[config.mk]
export PLATFORM = sky130hd
export DESIGN_NAME = host_timer_regs
export DESIGN_NICKNAME = d
export VERILOG_FILES = /design/src/inc/host_timer_pkg.sv /design/src/verilog/host_timer_regs.sv /design/src/verilog/tick_divider.sv
export SDC_FILE = /design/constraint.sdc
export NUM_CORES = 1
export LEC_CHECK = 0
export ABC_CLOCK_PERIOD_IN_PS = 5530
export BUFFER_PORTS_ARGS = -buffer_cell sky130_fd_sc_hd__clkbuf_2
export CORE_MARGIN = 1.5
export CORE_UTILIZATION = 63
export CTS_CLUSTER_SIZE = 25
export DETAILED_ROUTE_END_ITERATION = 6
export HOLD_SLACK_MARGIN = 0.06
export MAX_ROUTING_LAYER = met4
export PLACE_DENSITY = 0.84
export SLEW_MARGIN = 20
export SYNTH_ARGS = -nofsm -noshare
export SYNTH_HDL_FRONTEND = slang
export SYNTH_SLANG_ARGS = --single-unit
[constraint.sdc]
create_clock -name ref_clk -period 5.53 [get_ports ref_clk]
set_clock_uncertainty 0.05 [all_clocks]
set_input_delay 0.8295 -clock ref_clk [delete_from_list [all_inputs] [get_ports ref_clk]]
set_output_delay 0.8295 -clock ref_clk [all_outputs]
set_load 0.02 [all_outputs]
[src/inc/host_timer_pkg.sv]
// Operation
// - Writing one to the timer enable bit starts the timer and clearing it halts the timer.
// - When the timer enable bit falls from one to zero the preload field is forced to FFFFh.
// - The 16-bit read-write preload in bits 15-0 gives the timer start value and resets to FFFFh.
// - The timer can raise host interrupt events at intervals set by its configuration register.
// - A read-only 16-bit count field always shows the present timer value and resets to FFFFh.
// - With any swap value but the swap code, A[1]=1 reaches the upper half and A[1]=0 the lower.
// - With exactly the swap code 0FFFFFFFh the half-word mapping is reversed.
// - The lower transmit half goes out first and the first received half lands in the lower half.
// - A 32-bit free-running counter starts at zero, steps once per 25MHz cycle and rolls over.
// - The first half-word read of the free-running count captures the whole count coherently.
// - The free-running counter keeps counting in every power-management state.
// - A 32-bit dropped-frame counter, reset to zero, steps by one for each discarded frame.
// - A host read of the dropped-frame counter returns its value and then clears it.
// - An event is raised when the dropped-frame counter passes from 7FFFFFFFh to 80000000h.
package host_timer_pkg;

    // ****************************************************************
    // clocking
    // ****************************************************************
    localparam int unsigned REF_CLK_HZ    = 100_000_000;
    localparam int unsigned FREE_TICK_HZ  = 25_000_000;
    localparam int unsigned FREE_TICK_DIV = REF_CLK_HZ / FREE_TICK_HZ;
    localparam int unsigned FREE_CLEAR_NS = 160;
    localparam int unsigned FREE_CLEAR_CYC =
        (FREE_CLEAR_NS * (REF_CLK_HZ / 1_000_000)) / 1000;

    // ****************************************************************
    // register offsets
    // ****************************************************************
    localparam logic [7:0] OFS_TIMER_CFG  = 8'h8C;
    localparam logic [7:0] OFS_TIMER_CNT  = 8'h90;
    localparam logic [7:0] OFS_SWAP_CTRL  = 8'h98;
    localparam logic [7:0] OFS_FREE_TICK  = 8'h9C;
    localparam logic [7:0] OFS_LOST_FRAME = 8'hA0;

    // ****************************************************************
    // fields and reset values
    // ****************************************************************
    localparam int unsigned TIMER_EN_BIT   = 29;
    localparam int unsigned HALF_WIDTH     = 16;
    localparam logic [15:0] PRELOAD_RST    = 16'hFFFF;
    localparam logic [15:0] COUNT_RST      = 16'hFFFF;
    localparam logic [31:0] SWAP_RST       = 32'h0000_0000;
    localparam logic [31:0] SWAP_CODE      = 32'h0FFF_FFFF;
    localparam logic [31:0] FREE_RST       = 32'h0000_0000;
    localparam logic [31:0] DROP_RST       = 32'h0000_0000;
    localparam logic [31:0] DROP_BELOW_MID = 32'h7FFF_FFFF;
    localparam logic [31:0] DROP_MID       = 32'h8000_0000;

    // upper-half select from A[1] and the swap state
    function automatic logic pick_upper(input logic a1, input logic swapped);
        return a1 ^ swapped;
    endfunction

    // word offset of a 16-bit host address A[7:1]
    function automatic logic [7:0] word_offset(input logic [7:1] addr);
        return {addr[7:2], 2'b00};
    endfunction

endpackage

[src/verilog/host_timer_regs.sv]
`timescale 1ns/1ps
module host_timer_regs
    import host_timer_pkg::*;
#(
    parameter int unsigned TIMER_TICK_DIV = 100
) (
    input  wire logic        ref_clk,
    input  wire logic        rst_b,
    input  wire logic        host_cs_b,
    input  wire logic        host_rd_b,
    input  wire logic        host_wr_b,
    input  wire logic [7:1]  host_addr,
    input  wire logic [15:0] host_wdata,
    output logic      [15:0] host_rdata,
    output logic             host_rdata_oe,
    input  wire logic        frame_dropped,
    output logic             timer_event,
    output logic             drop_half_event,
    output logic             half_swap_active,
    input  wire logic [31:0] tx_fifo_word,
    input  wire logic        tx_word_valid,
    output logic             tx_word_ready,
    output logic      [15:0] tx_half,
    output logic             tx_half_valid,
    input  wire logic [15:0] rx_half,
    input  wire logic        rx_half_valid,
    output logic      [31:0] rx_fifo_word,
    output logic             rx_word_valid
);
    if (TIMER_TICK_DIV < 1) begin : g_bad_tick
        $error("host_timer_regs: TIMER_TICK_DIV must be at least 1");
    end

    // ****************************************************************
    // host pin synchronisers
    // ****************************************************************
    localparam int unsigned SYW = 3 + 7 + 16;

    logic [SYW-1:0] pin_meta_ff, pin_sync_ff;
    logic           s_cs_b, s_rd_b, s_wr_b, upper;
    logic [7:1]     s_addr;
    logic [15:0]    s_wdata;
    logic           rd_act_ff, wr_act_ff, rd_act, wr_act, rd_edge, wr_edge;
    logic [7:0]     ofs;
    always_ff @(posedge ref_clk) begin
        if (!rst_b) begin
            pin_meta_ff <= {3'b111, 7'h00, 16'h0000};
            pin_sync_ff <= {3'b111, 7'h00, 16'h0000};
        end else begin
            pin_meta_ff <= {host_cs_b, host_rd_b, host_wr_b, host_addr, host_wdata};
            pin_sync_ff <= pin_meta_ff;
        end
    end

    assign {s_cs_b, s_rd_b, s_wr_b, s_addr, s_wdata} = pin_sync_ff;
    assign rd_act = !s_cs_b && !s_rd_b;
    assign wr_act = !s_cs_b && !s_wr_b;

    always_ff @(posedge ref_clk) begin
        if (!rst_b) begin
            rd_act_ff <= 1'b0;
            wr_act_ff <= 1'b0;
        end else begin
            rd_act_ff <= rd_act;
            wr_act_ff <= wr_act;
        end
    end

    assign rd_edge = rd_act && !rd_act_ff;
    assign wr_edge = wr_act && !wr_act_ff;
    assign ofs     = word_offset(s_addr);
    assign upper   = pick_upper(s_addr[1], half_swap_active);

    // ****************************************************************
    // half-word swap control
    // ****************************************************************
    logic [31:0] swap_ff;
    always_ff @(posedge ref_clk) begin
        if (!rst_b) begin
            swap_ff <= SWAP_RST;
        end else if (wr_edge && ofs == OFS_SWAP_CTRL) begin
            if (upper) begin
                swap_ff[31:16] <= s_wdata;
            end else begin
                swap_ff[15:0] <= s_wdata;
            end
        end
    end
    assign half_swap_active = (swap_ff == SWAP_CODE);

    // ****************************************************************
    // general-purpose timer
    // ****************************************************************
    logic        timer_tick, timer_en_ff, nxt_timer_en, cfg_hi_wr, cfg_lo_wr;
    logic [15:0] preload_ff, count_ff;
    tick_divider #(.DIV (TIMER_TICK_DIV)) u_timer_tick (
        .ref_clk (ref_clk), .rst_b (rst_b), .tick (timer_tick)
    );
    assign cfg_hi_wr    = wr_edge && ofs == OFS_TIMER_CFG && upper;
    assign cfg_lo_wr    = wr_edge && ofs == OFS_TIMER_CFG && !upper;
    assign nxt_timer_en = cfg_hi_wr ? s_wdata[TIMER_EN_BIT - HALF_WIDTH] : timer_en_ff;
    always_ff @(posedge ref_clk) begin
        if (!rst_b) begin
            timer_en_ff <= 1'b0;
        end else begin
            timer_en_ff <= nxt_timer_en;
        end
    end

    always_ff @(posedge ref_clk) begin
        if (!rst_b) begin
            preload_ff <= PRELOAD_RST;
        end else if (timer_en_ff && !nxt_timer_en) begin
            preload_ff <= PRELOAD_RST;
        end else if (cfg_lo_wr) begin
            preload_ff <= s_wdata;
        end
    end

    always_ff @(posedge ref_clk) begin
        if (!rst_b) begin
            count_ff <= COUNT_RST;
        end else if (nxt_timer_en && !timer_en_ff) begin
            count_ff <= preload_ff;
        end else if (timer_en_ff && timer_tick) begin
            if (count_ff == 16'h0000) begin
                count_ff <= preload_ff;
            end else begin
                count_ff <= count_ff - 16'h0001;
            end
        end
    end

    always_ff @(posedge ref_clk) begin
        if (!rst_b) begin
            timer_event <= 1'b0;
        end else begin
            timer_event <= timer_en_ff && timer_tick && count_ff == 16'h0000;
        end
    end

    // ****************************************************************
    // free-running counter and snapshot
    // ****************************************************************
    logic        free_tick, free_pend_ff, free_first_up_ff, free_rd, free_capture;
    logic [31:0] free_ff, free_snap_ff;
    tick_divider #(.DIV (FREE_TICK_DIV)) u_free_tick (
        .ref_clk (ref_clk), .rst_b (rst_b), .tick (free_tick)
    );
    // no power-state input: counting never pauses
    always_ff @(posedge ref_clk) begin
        if (!rst_b) begin
            free_ff <= FREE_RST;
        end else if (free_tick) begin
            free_ff <= free_ff + 32'h0000_0001;
        end
    end
    assign free_rd      = rd_edge && ofs == OFS_FREE_TICK;
    assign free_capture = free_rd && (!free_pend_ff || upper == free_first_up_ff);
    always_ff @(posedge ref_clk) begin
        if (!rst_b) begin
            free_snap_ff     <= FREE_RST;
            free_pend_ff     <= 1'b0;
            free_first_up_ff <= 1'b0;
        end else if (free_capture) begin
            free_snap_ff     <= free_ff;
            free_pend_ff     <= 1'b1;
            free_first_up_ff <= upper;
        end else if (free_rd) begin
            free_pend_ff     <= 1'b0;
        end
    end

    // ****************************************************************
    // dropped-frame counter
    // ****************************************************************
    logic [31:0] drop_ff, drop_snap_ff;
    logic        drop_pend_ff, drop_first_up_ff, drop_rd, drop_clear;
    assign drop_rd    = rd_edge && ofs == OFS_LOST_FRAME;
    assign drop_clear = drop_rd && (!drop_pend_ff || upper == drop_first_up_ff);

    // a frame lost in the clearing cycle is kept as a count of one
    always_ff @(posedge ref_clk) begin
        if (!rst_b) begin
            drop_ff <= DROP_RST;
        end else if (drop_clear) begin
            drop_ff <= frame_dropped ? 32'h0000_0001 : DROP_RST;
        end else if (frame_dropped) begin
            drop_ff <= drop_ff + 32'h0000_0001;
        end
    end

    always_ff @(posedge ref_clk) begin
        if (!rst_b) begin
            drop_snap_ff     <= DROP_RST;
            drop_pend_ff     <= 1'b0;
            drop_first_up_ff <= 1'b0;
        end else if (drop_clear) begin
            drop_snap_ff     <= drop_ff;
            drop_pend_ff     <= 1'b1;
            drop_first_up_ff <= upper;
        end else if (drop_rd) begin
            drop_pend_ff     <= 1'b0;
        end
    end

    always_ff @(posedge ref_clk) begin
        if (!rst_b) begin
            drop_half_event <= 1'b0;
        end else begin
            drop_half_event <= frame_dropped && !drop_clear
                               && drop_ff == DROP_BELOW_MID;
        end
    end

    // ****************************************************************
    // read data
    // ****************************************************************
    logic [31:0] rd_word;
    always_comb begin
        rd_word = 32'h0000_0000;
        unique case (ofs)
            OFS_TIMER_CFG:  rd_word = {2'b00, timer_en_ff, 13'h0000, preload_ff};
            OFS_TIMER_CNT:  rd_word = {16'h0000, count_ff};
            OFS_SWAP_CTRL:  rd_word = swap_ff;
            OFS_FREE_TICK:  rd_word = free_capture ? free_ff : free_snap_ff;
            OFS_LOST_FRAME: rd_word = drop_clear ? drop_ff : drop_snap_ff;
            default:        rd_word = 32'h0000_0000;
        endcase
    end

    always_ff @(posedge ref_clk) begin
        if (!rst_b) begin
            host_rdata <= 16'h0000;
        end else if (rd_edge) begin
            host_rdata <= upper ? rd_word[31:16] : rd_word[15:0];
        end
    end
    assign host_rdata_oe = rd_act && rd_act_ff;

    // ****************************************************************
    // fifo half-word ordering
    // ****************************************************************
    logic        tx_busy_ff, rx_have_lo_ff;
    logic [15:0] tx_hi_ff, rx_lo_ff;
    assign tx_word_ready = !tx_busy_ff;
    always_ff @(posedge ref_clk) begin
        if (!rst_b) begin
            tx_busy_ff    <= 1'b0;
            tx_hi_ff      <= 16'h0000;
            tx_half       <= 16'h0000;
            tx_half_valid <= 1'b0;
        end else if (tx_word_valid && !tx_busy_ff) begin
            tx_half       <= tx_fifo_word[15:0];
            tx_hi_ff      <= tx_fifo_word[31:16];
            tx_half_valid <= 1'b1;
            tx_busy_ff    <= 1'b1;
        end else if (tx_busy_ff) begin
            tx_half       <= tx_hi_ff;
            tx_half_valid <= 1'b1;
            tx_busy_ff    <= 1'b0;
        end else begin
            tx_half_valid <= 1'b0;
        end
    end

    always_ff @(posedge ref_clk) begin
        if (!rst_b) begin
            rx_have_lo_ff <= 1'b0;
            rx_lo_ff      <= 16'h0000;
            rx_fifo_word  <= 32'h0000_0000;
            rx_word_valid <= 1'b0;
        end else begin
            rx_word_valid <= 1'b0;
            if (rx_half_valid && !rx_have_lo_ff) begin
                rx_lo_ff      <= rx_half;
                rx_have_lo_ff <= 1'b1;
            end else if (rx_half_valid) begin
                rx_fifo_word  <= {rx_half, rx_lo_ff};
                rx_word_valid <= 1'b1;
                rx_have_lo_ff <= 1'b0;
            end
        end
    end

    // ****************************************************************
    // assertions
    // ****************************************************************
    a_timer_stop_preset: assert property (@(posedge ref_clk) disable iff (!rst_b)
        $fell(timer_en_ff) |-> preload_ff == PRELOAD_RST)
        else $error("preload not forced to all ones on timer halt");
    a_timer_start_load: assert property (@(posedge ref_clk) disable iff (!rst_b)
        $rose(timer_en_ff) |-> count_ff == $past(preload_ff))
        else $error("count not loaded from preload on timer start");
    a_timer_halt_hold: assert property (@(posedge ref_clk) disable iff (!rst_b)
        !timer_en_ff ##1 !timer_en_ff |-> $stable(count_ff))
        else $error("halted timer count moved");
    a_timer_count_down: assert property (@(posedge ref_clk) disable iff (!rst_b)
        timer_en_ff && nxt_timer_en && timer_tick && count_ff != 16'h0000
        |=> count_ff == $past(count_ff) - 16'h0001 && !timer_event)
        else $error("timer did not step down by one");
    a_timer_wrap_event: assert property (@(posedge ref_clk) disable iff (!rst_b)
        timer_en_ff && nxt_timer_en && timer_tick && count_ff == 16'h0000
        |=> timer_event && count_ff == $past(preload_ff))
        else $error("timer zero did not reload and raise its event");
    a_free_tick_step: assert property (@(posedge ref_clk) disable iff (!rst_b)
        free_tick |=> free_ff == $past(free_ff) + 32'h0000_0001 ##1 $stable(free_ff))
        else $error("free counter step wrong");
    a_free_snap_pair: assert property (@(posedge ref_clk) disable iff (!rst_b)
        free_rd && free_pend_ff && upper != free_first_up_ff
        |=> host_rdata == ($past(upper) ? $past(free_snap_ff[31:16]) : $past(free_snap_ff[15:0])))
        else $error("second free count half not from snapshot");
    a_drop_read_clear: assert property (@(posedge ref_clk) disable iff (!rst_b)
        drop_clear && !frame_dropped |=> drop_ff == DROP_RST)
        else $error("lost frame tally not cleared by read");
    a_drop_half_mark: assert property (@(posedge ref_clk) disable iff (!rst_b)
        frame_dropped && !drop_clear && drop_ff == DROP_BELOW_MID
        |=> drop_half_event && drop_ff == DROP_MID)
        else $error("half-way crossing not flagged");
    a_tx_low_first: assert property (@(posedge ref_clk) disable iff (!rst_b)
        tx_word_valid && tx_word_ready
        |=> tx_half_valid && tx_half == $past(tx_fifo_word[15:0])
        ##1 tx_half_valid && tx_half == $past(tx_fifo_word[31:16], 2))
        else $error("transmit halves out of order");
    c_timer_wrap: cover property (@(posedge ref_clk) disable iff (!rst_b)
        timer_event);
    c_drop_half: cover property (@(posedge ref_clk) disable iff (!rst_b)
        drop_half_event);
    c_free_pair: cover property (@(posedge ref_clk) disable iff (!rst_b)
        free_capture ##[1:50] free_rd && !free_capture);
    c_swapped_read: cover property (@(posedge ref_clk) disable iff (!rst_b)
        half_swap_active && rd_edge);

endmodule // host_timer_regs

[src/verilog/tick_divider.sv]
`timescale 1ns/1ps
module tick_divider #(
    parameter int unsigned DIV = 4
) (
    input  wire logic ref_clk,
    input  wire logic rst_b,
    output logic      tick
);
    localparam int unsigned CW = (DIV > 1) ? $clog2(DIV) : 1;

    if (DIV < 1) begin : g_bad_div
        $error("tick_divider: DIV must be at least 1");
    end

    logic [CW-1:0] div_cnt_ff;

    always_ff @(posedge ref_clk) begin
        if (!rst_b) begin
            div_cnt_ff <= '0;
        end else if (div_cnt_ff == CW'(DIV - 1)) begin
            div_cnt_ff <= '0;
        end else begin
            div_cnt_ff <= div_cnt_ff + 1'b1;
        end
    end

    assign tick = (div_cnt_ff == CW'(DIV - 1));

endmodule // tick_divider

Word-level counts from Yosys, hierarchy flattened
Cells that the tools add are included.

$add $sub $neg: 5. Eq/ne operators: 11. Multiplexer cells: 23. Bitwise operators: 4. Reductions and logical operators: 50.

Operators by type and width (count): $pmux W32 S5 (1); $mux W32 (4); $mux W16 (6); $add A32 B1 Y32 const B (2); $eq A32 B28 Y1 const B (1); $eq A32 B31 Y1 const B (1); $eq A6 B6 Y1 const B (5); $logic_and A1 B1 Y1 (21); $logic_not A16 Y1 (1); $sub A16 B1 Y16 const B (1); $logic_not A1 Y1 (13); $mux W1 (12); $reduce_bool A2 Y1 (6); $reduce_or A2 Y1 (4); $add A7 B1 Y7 const B (1); $eq A7 B7 Y1 const B (1); $reduce_and A2 Y1 (3); $not A1 Y1 (3); $add A2 B1 Y2 const B (1); $eq A1 B1 Y1 (2); $eq A2 B2 Y1 const B (1); $logic_or A1 B1 Y1 (2); $xor A1 B1 Y1 (1).

Flip-flop bits (word level): 362. Bits of input ports: 79. Logic and storage cells: 123.

Depth between registers and ports, before layout
Depth in word-level cells: 9. Depth in mapped cells: 11. Mapped depth without buffers: 9.

By module
A second synthesis with hierarchy kept.

Cells, all modules: 1654. Area total of the unflattened synthesis: 14795.4 um^2.

By module, submodules not included: host_timer_regs (times used 1, cells each 1616, area an instance 14417.6 um^2); tick_divider (u_timer_tick) (times used 1, cells each 33, area an instance 304.0 um^2); tick_divider (u_free_tick) (times used 1, cells each 5, area an instance 73.8 um^2).

Least setup slack after synthesis
No wires, ideal clock.

Path type: input to register. From: input frame_dropped. To: register drop_ff[29]. Setup time: 0.117 ns. Data arrival time: 2.575 ns. Required time: 5.363 ns. Path slack: 2.788 ns. Stages: 9. Path buffers: 1. Cells stage by stage: clkbuf_1 > nand3_1 > nor2_1 > and4_1 > nor3b_1 > and4_1 > nand4_1 > xor2_1 > nor2_1.

Longest elaborated chain between the ends: 1.

RTL lines: start: declaration (RTL line host_timer_regs.sv:16) `input wire logic frame_dropped,`; $reduce_bool A2 Y1 (no line); end signal: assignment (RTL line host_timer_regs.sv:187) `drop_ff <= frame_dropped ? 32'h0000_0001 : DROP_RST;`; end signal: assignment (RTL line host_timer_regs.sv:189) `drop_ff <= drop_ff + 32'h0000_0001;`; end: declaration (RTL line host_timer_regs.sv:177) `logic [31:0] drop_ff, drop_snap_ff;`.

No other way between the ends. A chain may end at the register's enable or synchronous reset.

Final worst setup path
From: register swap_ff[6]. To: register count_ff[6].

Longest elaborated chain between the ends: 6. Elaborated cells between the ends (all ways): 7. Those cells by class: eq/ne: 1; mux: 2; bitwise: 1; reduce/logical: 3.

RTL lines: start: declaration (RTL line host_timer_regs.sv:77) `logic [31:0] swap_ff;`; start signal: assignment (RTL line host_timer_regs.sv:85) `swap_ff[15:0] <= s_wdata;`; $eq A32 B28 Y1 * (RTL line host_timer_regs.sv:89) `assign half_swap_active = (swap_ff == SWAP_CODE);`; $xor A1 B1 Y1 * (RTL line host_timer_pkg.sv:53) `return a1 ^ swapped;`; $logic_and A1 B1 Y1 * (RTL line host_timer_regs.sv:99) `assign cfg_hi_wr = wr_edge && ofs == OFS_TIMER_CFG && upper;`; $mux W1 * (RTL line host_timer_regs.sv:101) `assign nxt_timer_en = cfg_hi_wr ? s_wdata[TIMER_EN_BIT - HALF_WIDTH] : timer_en_ff;`; $logic_and A1 B1 Y1 * (RTL line host_timer_regs.sv:123) `end else if (nxt_timer_en && !timer_en_ff) begin`; $mux W16 or $reduce_bool A2 Y1 (tied branches); end signal: assignment (RTL line host_timer_regs.sv:124) `count_ff <= preload_ff;`; end signal: assignment (RTL line host_timer_regs.sv:127) `count_ff <= preload_ff;`; end signal: assignment (RTL line host_timer_regs.sv:129) `count_ff <= count_ff - 16'h0001;`; end: declaration (RTL line host_timer_regs.sv:95) `logic [15:0] preload_ff, count_ff;`.

Every way passes the cells marked *; elsewhere a longest branch is shown, timed or not.

==> out/metrics.yaml <==
worstPathArrival_ns: 3.97
ys_warn_count: 0
die_area_um2: 24300
min_period_ns: 3.62
cts_tree: "done"
dr.first_iter.drc_count: 1470
track_usage_pct: 32.2
p_clk_share_pct: 47.6
nets: 1877
critical_path.max_fanout: 14
gr-total-overflow: 0
worst_slack_ns: 1.91
worstHoldStart: "pin_meta_ff[25]$_SDFF_PN1_"
reg2reg_depth: 8
num-fill-cells: 1681
whs_path_depth: 1
synthFlopType: "dfxtp_1"
coreArea_um2: 22800
endpoint_kind: "register"
ys_ff_latch: 362
start_util_pct: 64.6
drive_gt1_share_pct: 13.6
setup_violations: 0
port_buffers: 149
gp_congestion: 0.978
worst_pin_slew_ns: 1.11
cts-root-buf: "clkbuf_16"
synth_edf_count: 0
hold_path.class: "register to register"
total_leakage_power_uw: 0.00669
cp.required_ns: 5.88
drt_wl_total_mm: 38.4
vias: 12903
irDropWorstVdd_v: 0.000309
crit_chain: "nand4_1, nor4_1, a21boi_0, o211ai_1, and2_1, mux2_2, o22ai_1, nand2_1"
cpPeakStageDelay_ns: 0.76
rsz0062_at_grt: "false"
grt_max_degree: 72
synth_area_um2: 14700
cts_buffers: 37
hold_end: "pin_sync_ff[25]$_SDFF_PN1_"
io_pins: 150
power_frac_seq_pct: 48.2
fmax_mhz: 276
p_int_uw: 4400
rr_endpoint: "count_ff[6]$_SDFFE_PN1P_"
r2r_setup_slack_ns: 1.91
status: "finished, final reports clean"
h-tree-depth: 2
cp-start-kind: "register"
r2r_start: "swap_ff[6]$_SDFFE_PN0P_"
dp_hpwl_mm: 26.6
final.period_utilization_pct: 65.4
die_height_um: 156
syn-mean-instance-area_um2: 8.68
drtPass1Iterations: 7
clkSlewWorstSetupHoldPaths_ns: 0.07
drtAntennaViolNets: 0
clk_latency_ns: 0.52
final_util_pct: 74.0
yosysSeqAreaShare_pct: 49.2
clock_path_buffers: 3
crit_buf_inv: 0
synthCells: 1696
maxCapViolCount: 0
drc_errors: 0
grt_pass1_wl_mm: 60.5
vias_per_cell: 6.05
post_drt_wl_per_cell_um: 18.0
cts_resized: 0
power_density_nw_per_um2: 331
critPathTopFamily: "simple AND/OR/NAND/NOR gates"
dp_slack_ns: 1.73
grt_pass1_vias: 11615
hold_viol: 0
design_area_um2: 16800
syn-num-nets: 1781
swShare_pct: 21.2
relSlewSlack_pct: 25.6
drv_slew: 0
antenna_found_initial: 1
areaGrowthSynthToFinish_pct: 14.5
cpMaxStageDelayCell: "o211ai_1"
placed_cell_area_um2: 15500
std_cell_rows: 55
async_reset_ff_share_pct: 0
combinationalPowerShare_pct: 4.2
p_switching_uw: 1180
setup_tns_ns: 0
cts_setup_buffers: 0
die_w_um: 156
cts.sinks: 362
crit_type: "register to register"
synth_cell_types: 65
hold_buffers: 0
-- per-stage QoR --
stage | total power [uW] | hold WS [ns] | instances
global placement | 2970 | 0.339 | 2066
detailed placement | 2980 | 0.351 | 2066
floorplan | 2900 | 0.336 | 1696
CTS | 5610 | 0.366 | 2130
finish | 5580 | 0.364 | 2131
global route | 5740 | 0.370 | 2131
-- state kept, by name, indices dropped and copies added (netlist names), 2 cells and up --
register	count
rx_fifo_word	32
host_rdata	16
pin_meta_ff	26
tx_half	16
rx_lo_ff	16
free_ff	32
drop_ff	32
u_timer_tick.div_cnt_ff	7
swap_ff	32
preload_ff	16
tx_hi_ff	16
drop_snap_ff	32
count_ff	16
pin_sync_ff	26
u_free_tick.div_cnt_ff	2
free_snap_ff	32
-- worst max path at each step --
stage,start,cells past startpoint,endpoint
after floorplan,frame_dropped,9,drop_ff[29]$_SDFFE_PN0P_
after global placement,swap_ff[28]$_SDFFE_PN0P_,8,drop_half_event$_SDFF_PN0_
after detailed placement,swap_ff[28]$_SDFFE_PN0P_,8,drop_ff[2]$_SDFFE_PN0P_
after CTS,swap_ff[28]$_SDFFE_PN0P_,8,drop_ff[2]$_SDFFE_PN0P_
after global routing,swap_ff[6]$_SDFFE_PN0P_,8,count_ff[4]$_SDFFE_PN1P_
final,swap_ff[6]$_SDFFE_PN0P_,8,count_ff[6]$_SDFFE_PN1P_
-- cell usage after synthesis, types with 5 or more instances --
| cell type | n | share of area, % |
|---|---|---|
| nor3b_1 | 5 | 0.26 |
| a221oi_1 | 11 | 0.65 |
| buf_2 | 19 | 0.65 |
| inv_1 | 18 | 0.46 |
| nor3_1 | 20 | 0.68 |
| and3_1 | 29 | 1.2 |
| ha_1 | 6 | 0.51 |
| a31oi_1 | 12 | 0.51 |
| nand2b_1 | 13 | 0.55 |
| a22o_1 | 37 | 2.2 |
| a211oi_1 | 6 | 0.31 |
| a22oi_1 | 5 | 0.26 |
| a222oi_1 | 17 | 1.2 |
| or3_1 | 12 | 0.51 |
| xnor2_1 | 19 | 1.1 |
| mux2i_1 | 66 | 4.5 |
| nand2_1 | 304 | 7.8 |
| a21oi_1 | 142 | 4.8 |
| and4_1 | 10 | 0.60 |
| nand3_1 | 57 | 1.9 |
| xor2_1 | 41 | 2.4 |
| mux2_2 | 7 | 0.54 |
| nand4_1 | 26 | 1.1 |
| nor2_1 | 175 | 4.5 |
| o21ai_0 | 28 | 0.95 |
| o221ai_1 | 5 | 0.30 |
| o22ai_1 | 19 | 0.81 |
| dfxtp_1 | 362 | 49 |
| clkbuf_1 | 80 | 2.0 |
| and2_1 | 58 | 2.5 |
| o22a_1 | 6 | 0.36 |
| o211ai_1 | 15 | 0.77 |
-- cell families after synthesis --
logic type	count (synthesis)	share of synthesized area (%)
muxes	73	5.02
adders and majority gates	6	0.510
xor gates and xnor gates	60	3.57
DFF	362	49.2
AOI/OAI and AO/OA	327	14.5
buffers and inverters	126	3.64
and+or+nand+nor	742	23.5
-- cells in the final DEF (no fill, tap or decap), types with 11 or more instances in the layout --
cell / netlist / routed
mux2i_1: 66 / 66
buf_4: 4 / 16
o211ai_1: 15 / 15
a221oi_1: 11 / 11
clkbuf_16: 0 / 39
nand2_1: 304 / 303
or3_1: 12 / 12
dfxtp_1: 362 / 362
nor3_1: 20 / 20
a21oi_1: 142 / 141
o21ai_0: 28 / 28
nand2b_1: 13 / 13
clkbuf_2: 1 / 149
and3_1: 29 / 28
o22ai_1: 19 / 19
a222oi_1: 17 / 17
a31oi_1: 12 / 12
a22o_1: 37 / 37
nand3_1: 57 / 57
nand4_1: 26 / 26
inv_1: 18 / 17
xnor2_1: 19 / 19
nor2_1: 175 / 173
xor2_1: 41 / 41
and2_1: 58 / 58
-- layer usage --
metal	vias up	part of all wire (%)	GRT usage, %
met5	-	0	-
met4	0	4.9	15.4
met3	130	9.2	5.75
met2	665	45	49.9
met1	6005	41	40.8
li1	6103	-	-
-- cell type report --
type	instances	area, um^2	share of cell area [%]
Sequential cell	362	7250	43.0
Multi-Input combinational cell	1208	6960	41.3
Clock buffer	53	1090	6.46
Timing Repair Buffer	165	866	5.14
Tap cell	313	392	2.32
Clock inverter	11	215	1.28
Inverter	18	72.6	0.431
Antenna cell	1	2.50	0.0149
-- worst reg2reg max path, cell delays in order, from the launching register on --
cell and delay (ns):
dfxtp_1 0.37, nand4_1 0.15, nor4_1 0.64, a21boi_0 0.33, o211ai_1 0.76, and2_1 0.58, mux2_2 0.41, o22ai_1 0.14
nand2_1 0.07
-- power groups by stage --
stage                     logic (uW)  clock network [uW]  registers (uW)
after floorplan                  139                   0            2760
after global placement           227                   0            2750
after detailed placement         231                   0            2750
after CTS                        234                2680            2690
after global routing             257                2790            2700
final                            234                2650            2690
No activity file was read; power rests on OpenSTA's default activity.
